<file path="src/prad_regs.vh">
`ifndef PRAD_REGS_VH
`define PRAD_REGS_VH
// Region geometry
`define PRAD_BASE_LSB 13
`define PRAD_PAGE_BYTES 4096
// Offset window bounds (13-bit offset within region)
`define PRAD_SCU_LO 13'h0000
`define PRAD_SCU_HI 13'h00fc
`define PRAD_IFC_LO 13'h0100
`define PRAD_IFC_HI 13'h01ff
`define PRAD_GTM_LO 13'h0200
`define PRAD_GTM_HI 13'h02ff
`define PRAD_UNA_LO 13'h0300
`define PRAD_UNA_HI 13'h05ff
`define PRAD_PTM_LO 13'h0600
`define PRAD_PTM_HI 13'h06ff
`define PRAD_RSV_LO 13'h0700
`define PRAD_RSV_HI 13'h0fff
`define PRAD_DST_LO 13'h1000
`define PRAD_DST_HI 13'h1fff
// Transfer size codes
`define PRAD_SZ_BYTE 2'h0
`define PRAD_SZ_HALF 2'h1
`define PRAD_SZ_WORD 2'h2
`define PRAD_SZ_DWORD 2'h3
// Target select codes
`define PRAD_TGT_NONE 3'h0
`define PRAD_TGT_SCU 3'h1
`define PRAD_TGT_IFC 3'h2
`define PRAD_TGT_GTM 3'h3
`define PRAD_TGT_PTM 3'h4
`define PRAD_TGT_DST 3'h5
`define PRAD_TGT_RSV 3'h6
// Response codes
`define PRAD_RESP_OKAY 2'h0
`define PRAD_RESP_SLVERR 2'h2
`endif

</file>
<file path="src/prad_decode.v">
`timescale 1ns/1ps
`default_nettype none
`include "prad_regs.vh"
// Combinational offset decoder and access-legality check
module prad_decode (
	input wire [12:0] offset_in,
	input wire [1:0] size_in,
	input wire [3:0] strobe_in,
	input wire burst_in,
	output reg [2:0] target_out,
	output reg error_out
);
	function in_range;
		input [12:0] off;
		input [12:0] lo;
		input [12:0] hi;
		begin
			in_range = (off >= lo) && (off <= hi);
		end
	endfunction

	// Target selection by offset window
	always @* begin
		target_out = `PRAD_TGT_NONE;
		if (in_range(offset_in, `PRAD_SCU_LO, `PRAD_SCU_HI)) begin
			target_out = `PRAD_TGT_SCU;
		end else if (in_range(offset_in, `PRAD_IFC_LO, `PRAD_IFC_HI)) begin
			target_out = `PRAD_TGT_IFC;
		end else if (in_range(offset_in, `PRAD_GTM_LO, `PRAD_GTM_HI)) begin
			target_out = `PRAD_TGT_GTM;
		end else if (in_range(offset_in, `PRAD_PTM_LO, `PRAD_PTM_HI)) begin
			target_out = `PRAD_TGT_PTM;
		end else if (in_range(offset_in, `PRAD_DST_LO, `PRAD_DST_HI)) begin
			target_out = `PRAD_TGT_DST;
		end else begin
			target_out = `PRAD_TGT_RSV;
		end
	end

	// Legality of size, strobes and burst per target
	always @* begin
		error_out = 1'b0;
		if (burst_in) begin
			error_out = 1'b1;
		end else if (size_in == `PRAD_SZ_HALF || size_in == `PRAD_SZ_DWORD) begin
			error_out = 1'b1;
		end else if (size_in == `PRAD_SZ_WORD) begin
			if (strobe_in != 4'hf && target_out != `PRAD_TGT_RSV && target_out != `PRAD_TGT_NONE) begin
				error_out = 1'b1;
			end
		end else begin
			if (target_out == `PRAD_TGT_GTM || target_out == `PRAD_TGT_PTM) begin
				error_out = 1'b1;
			end
		end
	end
endmodule // prad_decode
`default_nettype wire

</file>
<file path="src/prad_lanes.v">
`timescale 1ns/1ps
`default_nettype none
// Little-endian byte lane placement for write data and read return
module prad_lanes (
	input wire [1:0] byte_addr_in,
	input wire [1:0] size_in,
	input wire [31:0] wdata_in,
	input wire [31:0] rdata_in,
	output reg [31:0] wdata_out,
	output reg [31:0] rdata_out
);
	// Byte N of write word sits at bits 8N+7:8N only; read byte N returns at bits 7:0
	always @* begin
		wdata_out = wdata_in;
		rdata_out = rdata_in;
		if (size_in == 2'h0) begin
			wdata_out = {24'h000000, wdata_in[7:0]} << {byte_addr_in, 3'h0};
			rdata_out = {24'h000000, rdata_in[8*byte_addr_in +: 8]};
		end
	end
endmodule // prad_lanes
`default_nettype wire

</file>
<file path="src/prad_region_decoder.v">
`timescale 1ns/1ps
`default_nettype none
`include "prad_regs.vh"
// Operation
// - Two adjacent 4KB pages on private bus
// - Region base from base pins 31:13
// - Little-endian lane order only
// - Multiple transfers aborted with slave error
// - Timers and watchdogs accept word only
// - Halfword and doubleword aborted with error
// - Partial-strobe word aborted with error, except in reserved space
// - Coherency port never reaches region
// - 0x0000-0x00fc to coherency unit
// - 0x0100-0x01ff to interrupt interfaces
// - 0x0200-0x02ff to global timer
// - 0x0600-0x06ff to private timers
// - 0x1000-0x1fff to interrupt distributor
// - Reserved halfword/doubleword answered with error
// - Reserved byte/word completes without error
// - Per-core active-low normal and fast interrupts
// - Up to 224 external interrupt inputs
module prad_region_decoder #(
	parameter NUM_CORES = 4,
	parameter NUM_EXT_IRQ = 224
) (
	input wire clk_in,
	input wire rst_b_in,
	input wire [18:0] private_region_base_pins_in,
	input wire req_valid_in,
	input wire req_write_in,
	input wire [31:0] req_addr_in,
	input wire [1:0] req_size_in,
	input wire [3:0] req_strobe_in,
	input wire req_burst_in,
	input wire req_from_acp_in,
	input wire [31:0] req_wdata_in,
	output wire req_ready_out,
	output reg resp_valid_out,
	output reg [1:0] resp_code_out,
	output reg [31:0] resp_rdata_out,
	output reg resp_hit_out,
	output reg tgt_valid_out,
	output reg [2:0] tgt_select_out,
	output reg tgt_write_out,
	output reg [11:0] tgt_offset_out,
	output reg [3:0] tgt_strobe_out,
	output reg [31:0] tgt_wdata_out,
	input wire tgt_done_in,
	input wire [31:0] tgt_rdata_in,
	input wire [NUM_EXT_IRQ-1:0] ext_irq_in,
	input wire [NUM_CORES-1:0] core_irq_req_in,
	input wire [NUM_CORES-1:0] core_fiq_req_in,
	output reg [NUM_CORES-1:0] legacy_normal_interrupt_n_out,
	output reg [NUM_CORES-1:0] legacy_fast_interrupt_n_out,
	output reg [NUM_EXT_IRQ-1:0] ext_irq_sync_out
);
	localparam ST_IDLE = 2'h0;
	localparam ST_WAIT = 2'h1;
	localparam ST_RESP = 2'h2;

	reg [1:0] state_reg;
	reg [1:0] state_next;
	reg [1:0] size_reg;
	reg [1:0] byte_addr_reg;
	reg [31:0] wdata_raw_reg;
	reg [NUM_EXT_IRQ-1:0] irq_s1_reg;
	reg [NUM_EXT_IRQ-1:0] irq_s2_reg;
	reg [NUM_EXT_IRQ-1:0] irq_s3_reg;
	wire region_hit;
	wire [2:0] dec_target;
	wire dec_error;
	wire [31:0] lane_wdata;
	wire [31:0] lane_rdata;

	// Base compare on upper 19 bits; coherency port excluded
	assign region_hit = (req_addr_in[31:`PRAD_BASE_LSB] == private_region_base_pins_in)
		&& !req_from_acp_in;
	assign req_ready_out = (state_reg == ST_IDLE);

	prad_decode u_decode (
		.offset_in(req_addr_in[12:0]),
		.size_in(req_size_in),
		.strobe_in(req_strobe_in),
		.burst_in(req_burst_in),
		.target_out(dec_target),
		.error_out(dec_error)
	);

	prad_lanes u_lanes (
		.byte_addr_in(byte_addr_reg),
		.size_in(size_reg),
		.wdata_in(wdata_raw_reg),
		.rdata_in(tgt_rdata_in),
		.wdata_out(lane_wdata),
		.rdata_out(lane_rdata)
	);

	// Next-state logic of the access sequencer
	always @* begin
		state_next = state_reg;
		case (state_reg)
			ST_IDLE: begin
				if (req_valid_in && region_hit) begin
					if (dec_error || dec_target == `PRAD_TGT_RSV) begin
						state_next = ST_RESP;
					end else begin
						state_next = ST_WAIT;
					end
				end
			end
			ST_WAIT: begin
				if (tgt_done_in) begin
					state_next = ST_RESP;
				end
			end
			ST_RESP: begin
				state_next = ST_IDLE;
			end
			default: begin
				state_next = ST_IDLE;
			end
		endcase
	end

	// Sequencer, target strobe and response registers
	always @(posedge clk_in or negedge rst_b_in) begin
		if (!rst_b_in) begin
			state_reg <= ST_IDLE;
			size_reg <= 2'h0;
			byte_addr_reg <= 2'h0;
			wdata_raw_reg <= 32'h00000000;
			resp_valid_out <= 1'b0;
			resp_code_out <= `PRAD_RESP_OKAY;
			resp_rdata_out <= 32'h00000000;
			resp_hit_out <= 1'b0;
			tgt_valid_out <= 1'b0;
			tgt_select_out <= `PRAD_TGT_NONE;
			tgt_write_out <= 1'b0;
			tgt_offset_out <= 12'h000;
			tgt_strobe_out <= 4'h0;
			tgt_wdata_out <= 32'h00000000;
		end else begin
			state_reg <= state_next;
			resp_valid_out <= 1'b0;
			if (state_reg == ST_IDLE && req_valid_in) begin
				resp_hit_out <= region_hit;
				size_reg <= req_size_in;
				byte_addr_reg <= req_addr_in[1:0];
				tgt_select_out <= dec_target;
				tgt_write_out <= req_write_in;
				tgt_offset_out <= req_addr_in[11:0];
				tgt_strobe_out <= req_strobe_in;
				tgt_wdata_out <= req_wdata_in;
				wdata_raw_reg <= req_wdata_in; // Held so lane placement never sees later bus data
				if (region_hit && dec_error) begin
					resp_code_out <= `PRAD_RESP_SLVERR;
				end else begin
					resp_code_out <= `PRAD_RESP_OKAY;
				end
				if (region_hit && !dec_error && dec_target != `PRAD_TGT_RSV) begin
					tgt_valid_out <= 1'b1;
				end
			end
			if (state_reg == ST_WAIT) begin
				tgt_wdata_out <= lane_wdata;
				if (tgt_done_in) begin
					tgt_valid_out <= 1'b0;
					resp_rdata_out <= lane_rdata;
				end
			end
			if (state_reg == ST_RESP) begin
				resp_valid_out <= 1'b1;
				if (tgt_select_out == `PRAD_TGT_RSV) begin
					resp_rdata_out <= 32'h00000000;
				end
			end
		end
	end

	// Legacy per-core interrupt lines, active low
	always @(posedge clk_in or negedge rst_b_in) begin
		if (!rst_b_in) begin
			legacy_normal_interrupt_n_out <= {NUM_CORES{1'b1}};
			legacy_fast_interrupt_n_out <= {NUM_CORES{1'b1}};
		end else begin
			legacy_normal_interrupt_n_out <= ~core_irq_req_in;
			legacy_fast_interrupt_n_out <= ~core_fiq_req_in;
		end
	end

	// External interrupt inputs synchronised, change taken when stages agree
	always @(posedge clk_in or negedge rst_b_in) begin
		if (!rst_b_in) begin
			irq_s1_reg <= {NUM_EXT_IRQ{1'b0}};
			irq_s2_reg <= {NUM_EXT_IRQ{1'b0}};
			irq_s3_reg <= {NUM_EXT_IRQ{1'b0}};
			ext_irq_sync_out <= {NUM_EXT_IRQ{1'b0}};
		end else begin
			irq_s1_reg <= ext_irq_in;
			irq_s2_reg <= irq_s1_reg;
			irq_s3_reg <= irq_s2_reg;
			ext_irq_sync_out <= (irq_s2_reg & irq_s3_reg) | (ext_irq_sync_out & (irq_s2_reg | irq_s3_reg));
		end
	end
endmodule // prad_region_decoder
`default_nettype wire

</file>
<file path="config.mk">
export PLATFORM = sky130hd
export DESIGN_NAME = prad_region_decoder
export DESIGN_NICKNAME = d
export VERILOG_FILES = /design/src/prad_decode.v /design/src/prad_lanes.v /design/src/prad_region_decoder.v
export VERILOG_INCLUDE_DIRS = /design/src
export SDC_FILE = /design/constraint.sdc
export NUM_CORES = 1
export LEC_CHECK = 0
export BUFFER_PORTS_ARGS = -buffer_cell sky130_fd_sc_hd__buf_4
export CORE_AREA = 4 4 265 267
export DETAILED_ROUTE_END_ITERATION = 10
export DIE_AREA = 0 0 269 271
export PLACE_DENSITY = 0.79
export SKIP_CTS_REPAIR_TIMING = 1
export SYNTH_ARGS = -nofsm -noshare
export SYNTH_HDL_FRONTEND = slang
export SYNTH_SLANG_ARGS = --single-unit
</file>
<file path="constraint.sdc">
create_clock -name clk_in -period 1.3 [get_ports clk_in]
set_input_delay 0.13 -clock clk_in [delete_from_list [all_inputs] [get_ports clk_in]]
set_output_delay 0.13 -clock clk_in [all_outputs]
set_load 0.02 [all_outputs]
</file>
; After elaboration in Yosys (flattened, before gate mapping)
; Cells that the tools add are included.
; W data, S select, Z words.
[totals]
input_bits = 360
elab_cells = 103
out_inout_bits = 322
register_bits = 1031
[op_classes]
shifts = 2
bitwise_logic = 6
n_eq_ne = 14
n_reduce_logical = 23
muxes = 28
order_cmp = 10
[op_table]
columns = op, n
row1 = $and A224 B224 Y224, 2
row2 = $or A224 B224 Y224, 2
row3 = $mux W32, 8
row4 = $shiftx A32 B6 Y8, 1
row5 = $shl A8 B5 Y32, 1
row6 = $eq A19 B19 Y1, 1
row7 = $ge A13 B1 Y1 const B, 1
row8 = $ge A13 B10 Y1 const B, 1
row9 = $ge A13 B11 Y1 const B, 1
row10 = $ge A13 B13 Y1 const B, 1
row11 = $ge A13 B9 Y1 const B, 1
row12 = $le A13 B10 Y1 const B, 1
row13 = $le A13 B11 Y1 const B, 1
row14 = $le A13 B13 Y1 const B, 1
row15 = $le A13 B8 Y1 const B, 1
row16 = $le A13 B9 Y1 const B, 1
row17 = $logic_and A1 B1 Y1, 13
row18 = $mux W3, 4
row19 = $mux W1, 10
row20 = $mux W2, 5
row21 = $eq A3 B3 Y1 const B, 3
row22 = $not A4 Y4, 2
row23 = $eq A2 B2 Y1 const B, 3
row24 = $eq A2 B1 Y1 const B, 2
row25 = 12 further kinds, 16

; Longest topological paths before layout
; Gate-level depths: netlist of run 1.
[depth]
word_depth = 21
mapped_depth = 7
depth_no_buf = 5

; Hierarchy
; A second synthesis of run 1 with hierarchy kept.
[hier_totals]
hier_cells = 1753
area_unflattened_um2 = 30997.2
[by_module_without_submodules]
columns = module, n_inst, seq_area_each_um2, cells_per_inst, area_per_inst_um2
row1 = prad_region_decoder, 1, 25734.7, 1602, 29963.7
row2 = prad_lanes, 1, 0.0, 125, 879.6
row3 = prad_decode, 1, 0.0, 26, 153.9

; Least setup slack after synthesis of run 1
; No wires, ideal clock.
[synth_timing]
path_type = register to register
start = register state_reg[0]
end = register tgt_select_out[0]
synth_period_minus_slack_ns = 1.554
path_stages_with_launch = 7
t_required_ns = 1.218
arrival_ns = 1.472
setup_ns = 0.082
path_buffers = 2
path_slack_ns = -0.254
cell_sequence = dfrtp_1 nor2_1 and2_1 buf_2 buf_2 nor2_1 a31oi_1
[synth_via]
elab_chain_len = 2
[synth_lines]
columns = element, line_no
row1 = from (decl), prad_region_decoder.v:61  ; reg [1:0] state_reg;
row2 = from (signal assigned), prad_region_decoder.v:143  ; state_reg <= state_next;
row3 = $logic_not A2 Y1, --
row4 = net req_ready_out, prad_region_decoder.v:37  ; output wire req_ready_out,
row5 = $logic_and A1 B1 Y1, prad_region_decoder.v:145  ; if (state_reg == ST_IDLE && req_valid_in) begin
row6 = to (signal assigned), prad_region_decoder.v:137  ; tgt_select_out <= `PRAD_TGT_NONE;
row7 = to (signal assigned), prad_region_decoder.v:149  ; tgt_select_out <= dec_target;
row8 = to (decl), prad_region_decoder.v:43  ; output reg [2:0] tgt_select_out,
; The timed path passes the listed nets, and every way through them passes these cells.
; A chain may end at the register's enable or synchronous reset.

; Final worst setup path of run 1
[layout_timing]
start = register state_reg[0]
end = register tgt_wdata_out[9]
[layout_via]
elab_chain_len = 3
word_cells_on_any_way = 5
classes_between = eq/ne: 1 / mux: 1 / reduce/logical: 3
[layout_lines]
columns = element, line_no
row1 = $logic_not A2 Y1, prad_region_decoder.v:145
row2 = $logic_and A1 B1 Y1, prad_region_decoder.v:145
row3 = $reduce_bool A2 Y1 (no line), --
row4 = to (signal assigned), prad_region_decoder.v:153  ; tgt_wdata_out <= req_wdata_in;
row5 = to (signal assigned), prad_region_decoder.v:165  ; tgt_wdata_out <= lane_wdata;
row6 = to (decl), prad_region_decoder.v:47  ; output reg [31:0] tgt_wdata_out,
; Several ways; a longest one is shown, not always the timed one.

==> results of run 1 <==
-- per-stage QoR --
step | setup slack, ps | cell area [um^2] | hold WS [ps] | utilization, % | power (mW)
global placement | -364.9 | 37580 | 10.85 | 55.18 | 41.83
CTS | -422.6 | 41090 | -691.6 | 60.33 | 72.59
finish | -441.5 | 48300 | 34.32 | 70.91 | 76.14
detailed placement | -423.4 | 37580 | 13.26 | 55.18 | 42.17
global route | -505.8 | 48280 | 34.74 | 70.89 | 78.62
floorplan | -46.18 | 30740 | -165.6 | - | 37.88
-- how the worst max path moves through the flow --
stage | from | endpoint | slack [ps] | cells after the start
after floorplan | state_reg[1] | tgt_offset_out[0] | -50 | 5
after global placement | private_region_base_pins_in[10] | state_reg[1] | -360 | 6
after detailed placement | private_region_base_pins_in[10] | state_reg[1] | -420 | 6
after CTS | state_reg[0] | req_ready_out | -420 | 4
after global routing | state_reg[0] | tgt_wdata_out[9] | -510 | 8
final | state_reg[0] | tgt_wdata_out[9] | -440 | 8
-- worst reg2reg max path, delay by kind of cell (launching register included) --
| family | cells | cell delay [ps] |
|---|---|---|
| AND/OR/NAND/NOR | 4 | 560 |
| buffers and inverters | 3 | 450 |
| flip-flops | 1 | 420 |
| AO/OA/AOI/OAI | 1 | 150 |
-- logic make-up (layout without fill, tap and decap cells) --
family / Yosys count / count (layout)
flip-flops: 1028 / 1028
AND/OR/NAND/NOR: 308 / 308
adder cells (fa/ha/maj): 224 / 224
AO/OA/AOI/OAI: 118 / 118
buffers and inverters: 49 / 1504
XOR/XNOR: 19 / 19
multiplexers: 8 / 8
other: 1 / 18
-- placed cells by master, fill, tap and decap left out, types with 11 or more instances in the layout --
cell           synthesis  final
nand2_2                0     11
a22oi_1               31     13
bufinv_16              0     12
buf_12                 0     35
a22oi_2                0     18
clkbuf_1               9     16
buf_6                  0    331
o211ai_1              25     25
nand2_1              227    205
a21oi_2                0     26
diode_2                0     17
buf_4                  6    608
clkinv_2               0     20
maj3_1               224    224
nand3_4                0     16
clkbuf_16              0    112
dfrtp_1             1020   1017
clkbuf_8               0     19
a21oi_1               44     18
nor2_1                19     17
xor2_1                19     19
dlygate4sd3_1          0    321
nand2_4                0     11
-- power by group --
part	leakage [nW]	internal (mW)	total [mW]	switching [mW]
Sequential	12.1	34.1	35.6	1.57
Clock	1.72	17.7	31.0	13.3
Combinational	8.44	4.91	9.49	4.57
-- layer usage --
layer | wire length [um] | share of wire, % | GRT usage [%]
met4 | 7556 | 7.2 | 9.754
met3 | 8070 | 7.6 | 6.975
met2 | 55570 | 53 | 37.86
met5 | 34 | 0.032 | 0
met1 | 34380 | 33 | 23.37
-- cell type report --
cell class / instances / area, um^2 / area share, %
clock buffer: 134 / 2799 / 5.795
inverter: 8 / 30.03 / 0.06218
tap: 882 / 1104 / 2.285
antenna: 17 / 42.54 / 0.08808
multi-input combinational: 678 / 5284 / 10.94
timing repair buffer: 1312 / 12590 / 26.07
clock inverter: 50 / 708.2 / 1.466
sequential: 1028 / 25740 / 53.29
==> impl_results.md, run 1 <==
- Global-route wire length before repair: 118,400 um
- Worst clock skew: 55.03 ps
- Failing checks: setup timing
- CP Max Fanout: 8
- Combinational family with the most area after synthesis: adder cells
- Count leader, synth: dfrtp_1
- Cell count after synthesis: 1,755
- Mapped Nets: 2,115
- Clk buf depth: 3
- Hold Vio Cnt, Final: 0
- Via-to-Cell Ratio: 5.135
- CTS H-tree depth: 3
- # IOs: 682
- Area delta synth->final: 57.92%
- Final critical-path share of the clock period: 134.0%
- Total CTS buffers: 98
- Worst-skew pair later-pin latency: 670 ps
- Status: finished, violations left
- Top-area cell type share of the netlist area: 83.46%
- Post-synth top area cell: dfrtp_1
- Post-synth top flop: dfrtp_1
- CTS tree: built
- Post-synthesis sequential area ratio: 84.15%
- Mux contribution to synthesized area: 0.2618%
- GRT Overall Usage: 21.43%
- Hpwl dp: 55,740 um
- CP top delay family: simple AND/OR/NAND/NOR gates
- Most frequent CP cell: nor2_4
- WP data arrival: 2240 ps
- XOR/XNOR share of the synthesized area: 0.5441%
- Worst-Margin Slew: 719.5 ps
- Worst setup EP type: flop
- PortBufs: 680
- First-pass DRT Iterations: 5
- Hold Path Class: input port to flop
- Peak Freq: 574.2 MHz
- Setup TNS: -46,550 ps
- DR iter-0 viols: 1,552
- Number of synthesized flops with an enable pin: 0
- Largest net degree at the start of global routing: 106
- WL final: 105,600 um
- Synthesis warning total: 0
- Antenna-violating nets left: 0
- Endpoints failing setup: 423
- R2r startpoint: state_reg[0]
- Minimum clock period: 1741 ps
- P_leak: 22.26 nW
- R2R Setup Slk: -440 ps
- Startpoint Class: flop
- Fill count: 3,682
- Core area: 68,110 um^2
- Final cell count without fillers: 4,109
- Total congestion overflow: 0
- Initial antenna violation count: 20
- WP buf/inv: 3
- CP required: 1800 ps
- Chip width: 269 um
- Vias: 21,100
- Hold Path Depth: 5
- Chip height: 271 um
- Post-route DRC: 0
- Setup slack after layout: -441.5 ps
- Slowest stage delay, CP: 420 ps
- CP max-delay cell: dfrtp_1
- Die Area: 72,900 um^2
- Min-Delay Endpoint: resp_hit_out
- Clock tree root buffer cell: clkbuf_16
- RSZ-0062 raised after global routing: yes
- Starting density of the core: 44.91%
- Post-Synth Simple-Gate Area: 4.353%
- Hold Crit Start: private_region_base_pins_in[18]
- Rel. slew slack: 51.66%
- RR Endpoint: tgt_wdata_out[9]
- Worst vdd ir: 1149 uV
- Clk sinks: 1,028
- CP Class: flop to flop
- FF-to-FF path depth: 8
- Netlist cell types: 43
- Worst path cell trace: buf_6, nor2_4, and2_4, nor2_4, buf_12, clkbuf_16, nand2_2, o211ai_1
- # rows: 96
- Post-synthesis compound-gate area fraction: 2.569%
- List of most frequent post-synthesis cells: dfrtp_1, nand2_1, maj3_1, a21oi_1, a22oi_1
- Mean Syn Cell Area: 17.43 um^2
- Synthesis-stage register bit count: 1,028
- Adder-cell share of the synthesized area: 7.331%
- Synth async-reset ratio: 100.0%
- Vias in the first global route: 19,780
- Layout cell share with drive strength beyond 1: 40.28%
- Placed insts: 3,351
- Fin nets: 3,486
- Synth top area cells: dfrtp_1, maj3_1, nand2_1
- GPL Wtd Cong: 0.9207
- Number of max-cap violations: 0
- Max-slew violations: 0
- Syn Std Cell Area: 30,580 um^2
- Power Density: 1576 nW/um^2
- Per-cell routed wire length: 25.70 um
- Clock Pin Slew Worst Setup and Hold Paths: 70 ps
Note: power is estimated with default switching activity, not from simulation.
==> run 2: changes to the inputs <==
--- a/config.mk
+++ b/config.mk
@@ -10,7 +10,10 @@
 export CORE_AREA = 4 4 265 267
 export DETAILED_ROUTE_END_ITERATION = 10
 export DIE_AREA = 0 0 269 271
+export MAX_ROUTING_LAYER = met4
 export PLACE_DENSITY = 0.79
+export REMOVE_ABC_BUFFERS = 1
+export SETUP_SLACK_MARGIN = 0.1
 export SKIP_CTS_REPAIR_TIMING = 1
 export SYNTH_ARGS = -nofsm -noshare
 export SYNTH_HDL_FRONTEND = slang
==> run 2 against run 1 <==
  * The flow still finishes with violations (setup timing)
  * Register-to-register slack lost 40 ps
  * Sequential power barely moved
  * Cell count is 0.15% higher
  * Non-clock buffer count is 5 higher
  * Clock power about the same
  * Maximum frequency fell by 2.0%
  * Clock skew fell by 13 ps
  * Largest cell class unchanged
  * Sequential share of layout area decreased by 0.15 points
  * Count of clock-buffer cells in the layout is the same
  * Utilization rose by 0.19 points
==> impl_results.md, run 2 (synthesis results as in run 1) <==
- CP Class: flop to flop
- Antenna-violating nets left: 0
- Vias in the first global route: 19,670
- Minimum clock period: 1777 ps
- Crit path to: tgt_wdata_out[24]
- P_int: 56.15 mW
- # rows: 96
- Clock tree root buffer cell: clkbuf_16
- Clk sinks: 1,028
- Failing checks: setup timing
- CTS tree: built
- Clock Pin Slew Worst Setup and Hold Paths: 70 ps
- CTS H-tree depth: 3
- Final critical-path share of the clock period: 136.7%
- Area occupied by multi-input gates: 5346 um^2
- Fill count: 3,636
- PortBufs: 680
- Status: finished, violations left
- Largest net degree at the start of global routing: 93
- Number of max-cap violations: 0
- Total congestion overflow: 0
- Sw frac: 26.10%
- Global-route wire length before repair: 117,100 um
- Vias: 21,670
- Chip height: 271 um
- Endpoints failing setup: 424
- Worst-skew pair later-pin latency: 640 ps
- Clk buf depth: 3
- Reg power frac: 47.0%
- Via-to-Cell Ratio: 5.265
- Initial antenna violation count: 16
- Peak Freq: 562.6 MHz
- Switching power: 19.83 mW
- Combinational share of power: 12.6%
- # IOs: 682
- R2r startpoint: size_reg[1]
- Reg area: 25,740 um^2
- Hold Path Class: input port to flop
- RR Endpoint: tgt_wdata_out[24]
- Startpoint Class: flop
- Commonest non-fill, non-tap cells in the layout: dfrtp_1, buf_4, buf_6, dlygate4sd3_1, maj3_1
- Layout cell share with drive strength beyond 1: 41.45%
- Rel. slew slack: 56.11%
- Per-cell routed wire length: 26.99 um
- Core area: 68,110 um^2
- Clock power share: 40.4%
- Setup slack after layout: -477.4 ps
- Commonest non-fill, non-tap cell in the layout: dfrtp_1
- CP Launch Point: size_reg[1]
- FF-to-FF path depth: 5
- Worst clock skew: 42.24 ps
- WP data arrival: 2250 ps
- Placed insts: 3,368
- Worst-Margin Slew: 656.2 ps
- Max-slew violations: 0
- Hpwl dp: 55,540 um
- P_leak: 22.31 nW
- Post-layout util: 71.11%
- GPL Wtd Cong: 0.9231
- Final cell count without fillers: 4,115
- Pre-CTS setup slack: -389.7 ps
- Starting density of the core: 44.91%
- Hold Vio Cnt, Final: 0
- Chip width: 269 um
- R2R Setup Slk: -480 ps
- Die Area: 72,900 um^2
- Post-route DRC: 0
- CP Max Fanout: 6
- Area delta synth->final: 58.35%
- RSZ-0062 raised after global routing: yes
- Worst vdd ir: 1102 uV
- Fin nets: 3,492
- DR iter-0 viols: 1,581
- Worst setup EP type: flop
- WL final: 111,100 um
- Power Density: 1569 nW/um^2
- Total CTS buffers: 99
- GRT Overall Usage: 21.78%
- CP required: 1770 ps
- First-pass DRT Iterations: 8
-- run 2: worst min-delay path by stage --
stage	slack (ps)	startpoint	endpoint	depth (start not counted)
3_5_place_dp	70	rst_b_in	ext_irq_sync_out[2]	1
6_report	100	private_region_base_pins_in[18]	resp_code_out[1]	5
3_3_place_gp	70	rst_b_in	ext_irq_sync_out[2]	1
2_1_floorplan	-170	rst_b_in	ext_irq_sync_out[0]	0
4_1_cts	-660	rst_b_in	irq_s1_reg[67]	1
5_1_grt	70	req_addr_in[11]	resp_code_out[1]	4
-- run 2: per-layer routing --
metal  track usage [%]  wire [um]  vias up
met3             6.102       8994      603
li1                  -          -     8649
met2             37.15      57670     1438
met1             23.71      35220    10980
met4             9.795       9178        0
met5                 -          0        -
-- run 2: power groups by stage --
stage                     registers (mW)  logic [mW]  clock network, mW
after floorplan                     36.6        1.13                  0
after global placement              35.7        6.14                  0
after detailed placement            35.8        6.32                  0
after CTS                           35.3        6.39               30.3
after global routing                35.8        10.0               32.5
final                               35.7        9.60               30.7
-- run 2: final cells by class --
class,instances,share of cell area (%)
tap,882,2.279
antenna,17,0.08784
timing repair buffer,1317,26.24
clock inverter,51,1.362
clock buffer,134,5.780
inverter,8,0.06201
multi-input combinational,678,11.04
sequential,1028,53.15
-- run 2: critical path, cell delays in order, from the launching register on --
cell      delay, ps
dfrtp_1         400
or2_4           290
buf_6           150
nor2_4          200
a22oi_1         120
o211ai_1        440
-- run 2: through the flow --
step / TNS (ps) / hold slack, ps / area (um^2) / power (mW)
final: -39060 / 103.3 / 48430 / 75.98
after CTS: -46060 / -661.4 / 41090 / 72.01
after global routing: -61730 / 73.38 / 48430 / 78.35
after detailed placement: -14850 / 70.76 / 37630 / 42.15
after global placement: -11790 / 72.35 / 37630 / 41.81
after floorplan: -107570 / -165.6 / 30370 / 37.77
